==> src/hw/exc_pkg.sv <==
package exc_pkg;
  // width of addresses
  localparam int ADDR_W = 32;
  // exception_mask_bits positions
  localparam int MASK_DBG = 3;
  localparam int MASK_SERR = 2;
  localparam int MASK_IRQ = 1;
  localparam int MASK_FAST = 0;
  // reset value of the mask bits: all masked after reset
  localparam logic [3:0] MASK_RST = 4'hf;
  // default reset vector, arbitrary
  localparam logic [ADDR_W-1:0] RVBAR_RST = 32'h0000_0000;

  // exception kinds, one-hot
  typedef enum logic [5:0] {
    EXC_NONE = 6'b00_0001,
    EXC_RST  = 6'b00_0010,
    EXC_IABT = 6'b00_0100,
    EXC_DABT = 6'b00_1000,
    EXC_FAST = 6'b01_0000,
    EXC_IRQ  = 6'b10_0000
  } exc_kind_e;

  // one taken exception as reported to the core
  typedef struct packed {
    exc_kind_e kind;
    logic sync_exc;
    logic [ADDR_W-1:0] ret_addr;
  } exc_take_s;
endpackage : exc_pkg

==> src/hw/exc_entry.sv <==
// Function
// - fast request beats normal request
// - enabled request taken at instruction end
// - multi-load may be interrupted midway
// - both interrupt requests are asynchronous
// - bus error or mmu fault raises abort
// - fetch abort taken at execute attempt
// - flush drops pending instruction abort
// - data abort after load/store attempt
// - aborts synchronous, interrupts async
// - sync abort records faulting instruction address
// - reset fetches from reset vector register
// - reset first, highest, never masked
// - of four mask bits, only fast and irq block their exceptions
module exc_entry
  import exc_pkg::*;
(
  // clock and reset
  input wire logic core_clk,
  input wire logic rst,
  // interrupt request pins from the controller
  input wire logic irq_pin,
  input wire logic fast_interrupt_request,
  // fetch side: a fetch completing, with its address and error
  input wire logic fetch_valid,
  input wire logic [ADDR_W-1:0] fetch_addr,
  input wire logic fetch_bus_err,
  input wire logic fetch_mmu_fault,
  // execute side
  input wire logic exec_start,
  input wire logic instr_done,
  input wire logic instr_multi_load,
  input wire logic [ADDR_W-1:0] exec_addr,
  input wire logic [ADDR_W-1:0] next_addr,
  input wire logic flush,
  // data side: access attempt result
  input wire logic mem_is_ldst,
  input wire logic data_resp,
  input wire logic data_bus_err,
  input wire logic data_mmu_fault,
  // mask update and reset vector setup
  input wire logic mask_we,
  input wire logic [3:0] mask_wdata,
  input wire logic rvbar_we,
  input wire logic [ADDR_W-1:0] rvbar_wdata,
  // results
  output logic exc_take,
  output exc_take_s exc_info_r,
  output logic [ADDR_W-1:0] vector_r,
  output logic [3:0] exception_mask_bits,
  output logic iabt_pending
);

  // pin synchronisers: first stage read only by second
  logic [1:0] irq_s1_r, irq_s2_r;
  // mask register and reset vector address register
  logic [3:0] mask_r;
  logic [ADDR_W-1:0] reset_vector_address_reg;
  // reset exception still owed after reset release
  logic rst_pend_r;
  // instruction abort marker travelling with a fetch
  logic iabt_r;
  logic [ADDR_W-1:0] iabt_addr_r;
  // request conditions
  logic fast_ok, irq_ok, iabt_hit, dabt_hit, at_boundary;
  exc_kind_e pick;

  // two-flop synchronisers for the asynchronous pins
  always_ff @(posedge core_clk or posedge rst)
  begin
    if (rst)
    begin
      irq_s1_r <= 2'h0;
      irq_s2_r <= 2'h0;
    end
    else
    begin
      irq_s1_r <= {fast_interrupt_request, irq_pin};
      irq_s2_r <= irq_s1_r;
    end
  end

  // mask bits: software writes, entry masks interrupts
  always_ff @(posedge core_clk or posedge rst)
  begin
    if (rst)
      mask_r <= MASK_RST;
    else if (exc_take)
      mask_r <= mask_r | 4'h3; // handler runs with interrupts off
    else if (mask_we)
      mask_r <= mask_wdata;
  end

  // reset vector register: back to its default on every core reset
  always_ff @(posedge core_clk or posedge rst)
  begin
    if (rst)
      reset_vector_address_reg <= RVBAR_RST;
    else if (rvbar_we)
      reset_vector_address_reg <= rvbar_wdata;
  end

  always_ff @(posedge core_clk or posedge rst)
  begin
    if (rst)
      rst_pend_r <= 1'b1;
    else
      rst_pend_r <= 1'b0;
  end

  // mark faulting fetch; flush drops it
  always_ff @(posedge core_clk or posedge rst)
  begin
    if (rst)
    begin
      iabt_r <= 1'b0;
      iabt_addr_r <= '0;
    end
    else if (flush || exc_take)
      iabt_r <= 1'b0;
    else if (fetch_valid)
    begin
      // bus error or mmu fault on fetch
      iabt_r <= fetch_bus_err | fetch_mmu_fault;
      iabt_addr_r <= fetch_addr;
    end
    else if (exec_start)
      iabt_r <= 1'b0;
  end

  // request qualification
  always_comb
  begin
    fast_ok = irq_s2_r[1] & ~mask_r[MASK_FAST];
    irq_ok = irq_s2_r[0] & ~mask_r[MASK_IRQ];
    at_boundary = instr_done | instr_multi_load;
    // taken on execute attempt, before it runs
    iabt_hit = iabt_r & exec_start & ~flush;
    // data abort only after a load/store attempt
    dabt_hit = mem_is_ldst & data_resp &
               (data_bus_err | data_mmu_fault);
  end

  always_comb
  begin
    if (rst_pend_r)
      pick = EXC_RST;
    else if (dabt_hit)
      pick = EXC_DABT;
    else if (iabt_hit)
      pick = EXC_IABT;
    else if (fast_ok && at_boundary)
      pick = EXC_FAST;
    else if (irq_ok && at_boundary)
      pick = EXC_IRQ;
    else
      pick = EXC_NONE;
    exc_take = (pick != EXC_NONE);
  end

  // record taken exception and its vector
  always_ff @(posedge core_clk or posedge rst)
  begin
    if (rst)
    begin
      exc_info_r <= '{kind: EXC_NONE, sync_exc: 1'b0, ret_addr: '0};
      vector_r <= '0;
    end
    else if (exc_take)
    begin
      exc_info_r.kind <= pick;
      exc_info_r.sync_exc <= (pick == EXC_IABT) || (pick == EXC_DABT);
      // sync abort points at faulting instruction
      case (pick)
        EXC_IABT: exc_info_r.ret_addr <= iabt_addr_r;
        EXC_DABT: exc_info_r.ret_addr <= exec_addr;
        EXC_FAST, EXC_IRQ:
          exc_info_r.ret_addr <= instr_done ? next_addr : exec_addr;
        default: exc_info_r.ret_addr <= '0;
      endcase
      // reset fetch from reset vector register
      vector_r <= (pick == EXC_RST) ? reset_vector_address_reg : '0;
    end
  end

  // status outputs
  assign exception_mask_bits = mask_r;
  assign iabt_pending = iabt_r;
endmodule : exc_entry

==> config.mk <==
export PLATFORM = sky130hd
export DESIGN_NAME = exc_entry
export DESIGN_NICKNAME = d
export VERILOG_FILES = /design/src/hw/exc_pkg.sv /design/src/hw/exc_entry.sv
export SDC_FILE = /design/constraint.sdc
export NUM_CORES = 1
export LEC_CHECK = 0
export BUFFER_PORTS_ARGS = -buffer_cell sky130_fd_sc_hd__buf_2
export CAP_MARGIN = 20
export CORE_ASPECT_RATIO = 1.5
export CORE_MARGIN = 1
export CORE_UTILIZATION = 30
export CTS_CLUSTER_DIAMETER = 80
export DETAILED_ROUTE_END_ITERATION = 10
export PLACE_DENSITY_LB_ADDON = 0.05
export SYNTH_ARGS = -nofsm -noshare
export SYNTH_HDL_FRONTEND = slang
export SYNTH_SLANG_ARGS = --single-unit
export TNS_END_PERCENT = 20
==> constraint.sdc <==
create_clock -name core_clk -period 6.5 [get_ports core_clk]
set_input_delay 0.975 -clock core_clk [delete_from_list [all_inputs] [get_ports core_clk]]
set_output_delay 0.975 -clock core_clk [all_outputs]
set_load 0.01 [all_outputs]
[Yosys cells after proc, flatten, opt, wreduce, memory -nomap -nowiden]
Cells that the tools add are included.
Word-level totals
  bits in registers: 145
  output and inout port bits: 77
  logic and storage cells: 54
Operators by class
  equal/unequal tests: 6
  multiplexer cells: 13
  bitwise operators: 14
  reductions and logical operators: 9
Operators with widths (number)
  $pmux 32 s3: 1
  $mux 32: 2
  $mux 6: 5
  $and 1x1->1: 6
  $eq 6x2->1 const B: 1
  $eq 6x3->1 const B: 1
  $eq 6x4->1 const B: 1
  $eq 6x5->1 const B: 1
  $eq 6x6->1 const B: 1
  $ne 6x1->1 const B: 1
  $not 1->1: 5
  $mux 2: 2
  $reduce_and 2->1: 2
  $mux 1: 3
  $or 1x1->1: 3
  $reduce_bool 3->1: 1
  $logic_and 1x1->1: 2
  $logic_or 1x1->1: 2
  $reduce_bool 2->1: 1
  $reduce_or 2->1: 1

[Longest topological paths before layout]
  word-level depth: 12
  gate-level depth with buffers: 8
  depth with buffers taken out: 5

[Worst setup path before layout]
Ideal clock, no wire load.
  path type: in2out
  start point: input port instr_done
  end point: output port exc_take
  arrival: 1.892 ns
  setup slack: 3.633 ns
  stages: 6
  path buffers: 3
  cell sequence: buf_2 o22ai_2 and2_1 buf_4 buf_6 inv_2
On the way
  longest elaborated chain between the ends: 8
RTL lines
  from (decl): line exc_entry.sv:31  | input wire logic instr_done,
  $or 1x1->1 *: line exc_entry.sv:136  | at_boundary = instr_done | instr_multi_load;
  $logic_and 1x1->1: line exc_entry.sv:154  | else if (irq_ok && at_boundary)
  $mux 6: line exc_entry.sv:154
  $mux 6 *: line exc_entry.sv:152  | else if (fast_ok && at_boundary)
  $mux 6 *: line exc_entry.sv:150  | else if (iabt_hit)
  $mux 6 *: line exc_entry.sv:148  | else if (dabt_hit)
  $mux 6 *: line exc_entry.sv:146  | if (rst_pend_r)
  $ne 6x1->1 *: line exc_entry.sv:158  | exc_take = (pick != EXC_NONE);
  to (decl): line exc_entry.sv:47  | output logic exc_take,
Every way passes the cells marked *; elsewhere a longest branch is shown, timed or not.

[Final worst setup path]
Same ends and word-level chain as after synthesis.

==> results by group <==
Timing
  – Part of the cycle the worst path needs: 58.1%
  – Shortest period the worst path allows: about 3.8 ns
  – RSZ-0062 raised after global routing: no
  – Post-route setup TNS: 0 ns
  – FMAX: 265 MHz
  – Final hold viol count: 0
  – Final setup viols: 0
  – Post-Route Skew: ~0.011 ns
  – Worst-margin pin slew: 0.878 ns
  – Slew HR: 41.4%
  – Max-slew violations: 0

Die
  – Core area: 20400 um2
  – Initial Utilization: 30.6%
  – Die height: around 180 um
  – Die width: about 120 um
  – Die area: 21400 um2
  – Top Ports: 226
  – Num rows: 64

Setup path
  – CP top delay family: simple AND/OR/NAND/NOR gates
  – Crit. End Element: primary output
  – Cell mode on critical path: buf_2
  – Worst Path Buf+Inv: 3
  – Crit path cell chain: buf_2, o22ai_2, and2_2, inv_2, buf_2
  – Delay of the slowest critical-path stage: 0.69 ns
  – Crit path max-delay cell type: and2_2
  – CP max FO: 35
  – CP Class: in2out
  – Crit path DAT: 2.80 ns
  – WP data required: 5.52 ns
  – Worst R2R Setup Slack: approximately 3.5 ns
  – Startpoint Class: primary input

Synthesis
  – Async set-reset flop share out of synthesis: 100%
  – Post-Syn Instances: about 480
  – Post-synth EDFFs: 0
  – Synth Register Bits: between 100 and 150
  – Yosys warning total: 0
  – Synthesized area: 6250 um2
  – Syn avg cell area: ~13 um2
  – Count leader, synth: dfrtp_1
  – Most instantiated cells after synthesis: dfrtp_1, mux2_2, a21oi_1, nand2_1, nand3_1
  – Synth top area cells: dfrtp_1, mux2_2, a221o_1
  – Top cell type's share of synthesized area: 55.7%
  – Area leader, netlist: dfrtp_1
  – Top_reg_cell synth: dfrtp_1
  – Syn_nets: 633
  – Register area share after synthesis: 58.2%
  – Cell variety after synth: 36

Power
  – Leak: 0.00387 uW
  – Peak supply drop: 147 uV
  – Pwr dens: 291 nW/um2

Routing
  – Drt drc: 0
  – DR WL/cell: 18.3 um
  – Iteration-0 DRC Markers: 157
  – Via count: 4826
  – Vias/cell: 4.95
  – Detailed Routing Iterations Pass 1: 4
  – Antenna viol nets, final: 0
  – Routed wire length: 17800 um

CTS
  – Reg clk slew, reported paths: around 0.06 ns
  – Hold Buf Count CTS: 0
  – TritonCTS buffer count: 17
  – Worst-Skew Late Latency: 0.42 ns
  – Post-CTS resize count: 0
  – CTS tree: built
  – Root buffer cell: clkbuf_16
  – CTS sink count: 145
  – Post-CTS Setup Bufs: 0
  – Number of H-tree levels: 4
  – Clock tree buffer depth: 2

Placed design
  – Final RePlAce weighted congestion: around 0.75
  – HPWL after DPL: 11800 um
  – PortBufs: 225

Global routing
  – M2 GR Usage: 29.8%
  – Global-route wire length before repair: 28500 um
  – Met3 Resource Use GR: ~5.4%
  – Initial antenna violation count: 3
  – Total gr overflow: 0
  – Vias in the first global route: 5245
  – GRT Overall Usage: 17.4%
  – Busiest layer in global routing: met2
  – Largest net degree at the start of global routing: 96
  – Grt met1 use: 20.5%

Cells and area
  – Final design utilization: 40.0%
  – Most flop-heavy register: exc_info_r
  – Area Overhead vs Synth: 30.8%
  – Proportion of layout cells with a drive suffix above 1: a little over half
  – Fill count: ~2000
  – Final nets: 843
  – Largest register FFs: 39

Outcome
  – Status: finished clean

Run
  – # Max-Cap Violations: 0

Hold path
  – Hold Path Class: reg2reg
-- worst paths after layout --
path	start	end	cells past startpoint
worst max-delay path	instr_done	exc_take	5
worst min register to register	irq_s1_r[0]$_DFF_PP0_	irq_s2_r[0]$_DFF_PP0_	0
worst max register to register	rst_pend_r$_DFF_PP1_	exc_info_r[24]$_DFFE_PP0P_	5
min in group asynchronous	rst	vector_r[7]$_DFFE_PP0P_	2
worst min-delay path	irq_s1_r[0]$_DFF_PP0_	irq_s2_r[0]$_DFF_PP0_	0
max in group asynchronous	rst	exc_info_r[31]$_DFFE_PP0P_	3
-- layer usage --
metal	share of wire, %	wire length, um	up-vias
li1	-	-	2219
met1	42	7410	2437
met2	51	9040	154
met3	6.1	1090	16
met4	1.6	290	0
met5	0	0	-
-- kinds of logic (layout without fill, tap and decap cells) --
logic type	count (synthesis)	in the layout	share of synthesized area (%)
buffers and inverters	44	267	3.42
muxes	100	100	18.0
other	1	4	0.0600
and+or+nand+nor	85	85	6.61
DFF	145	145	58.2
AOI/OAI and AO/OA	109	109	13.7
-- worst register-to-register path: cells and delay by family (launching register included) --
family	cells	cell delay [ns]
buffers and inverters	2	0.94
AND/OR/NAND/NOR	2	0.53
AO/OA/AOI/OAI	1	0.43
flip-flops	1	0.99
-- placed cells by master, fill, tap and decap left out, types with 5 or more instances in the layout --
master	instances
a21oi_1	36
a221o_1	32
a22o_1	32
buf_2	225
buf_4	6
clkbuf_16	17
clkinvlp_4	5
dfrtp_1	139
dfstp_2	6
inv_6	5
mux2_2	98
nand2_1	35
nand3_1	33
nor2_1	5
-- layout make-up --
cell class | instances | area [um2] | share of cell area [%]
multi-input combinational | 295 | 2400 | 29.4
timing repair buffer | 232 | 1200 | 14.7
antenna | 3 | 7.51 | 0.0919
inverter | 3 | 16.3 | 0.199
clock buffer | 18 | 439 | 5.38
clock inverter | 14 | 143 | 1.75
sequential | 145 | 3640 | 44.5
tap | 264 | 330 | 4.04
-- metrics by stage --
stage / hold WS [ns] / total power, uW / cell area, um2 / setup WS [ns] / cells
6_report: 0.348 / 2380 / 8170 / 2.72 / 974
5_1_grt: 0.370 / 2500 / 8170 / 2.52 / 974
4_1_cts: 0.351 / 2420 / 8140 / 2.62 / 970
3_5_place_dp: 0.336 / 1430 / 7550 / 2.61 / 938
3_3_place_gp: 0.335 / 1420 / 7550 / 2.68 / 938
2_1_floorplan: 0.331 / 1290 / 6250 / 1.64 / 484
-- power by group --
group | total [uW] | switching, uW | leakage [uW] | internal, uW
clock | 967 | 419 | 0.000270 | 548
combinational | 331 | 157 | 0.00182 | 174
sequential | 1080 | 62.5 | 0.00179 | 1020
No activity file was read; power rests on OpenSTA's default activity.
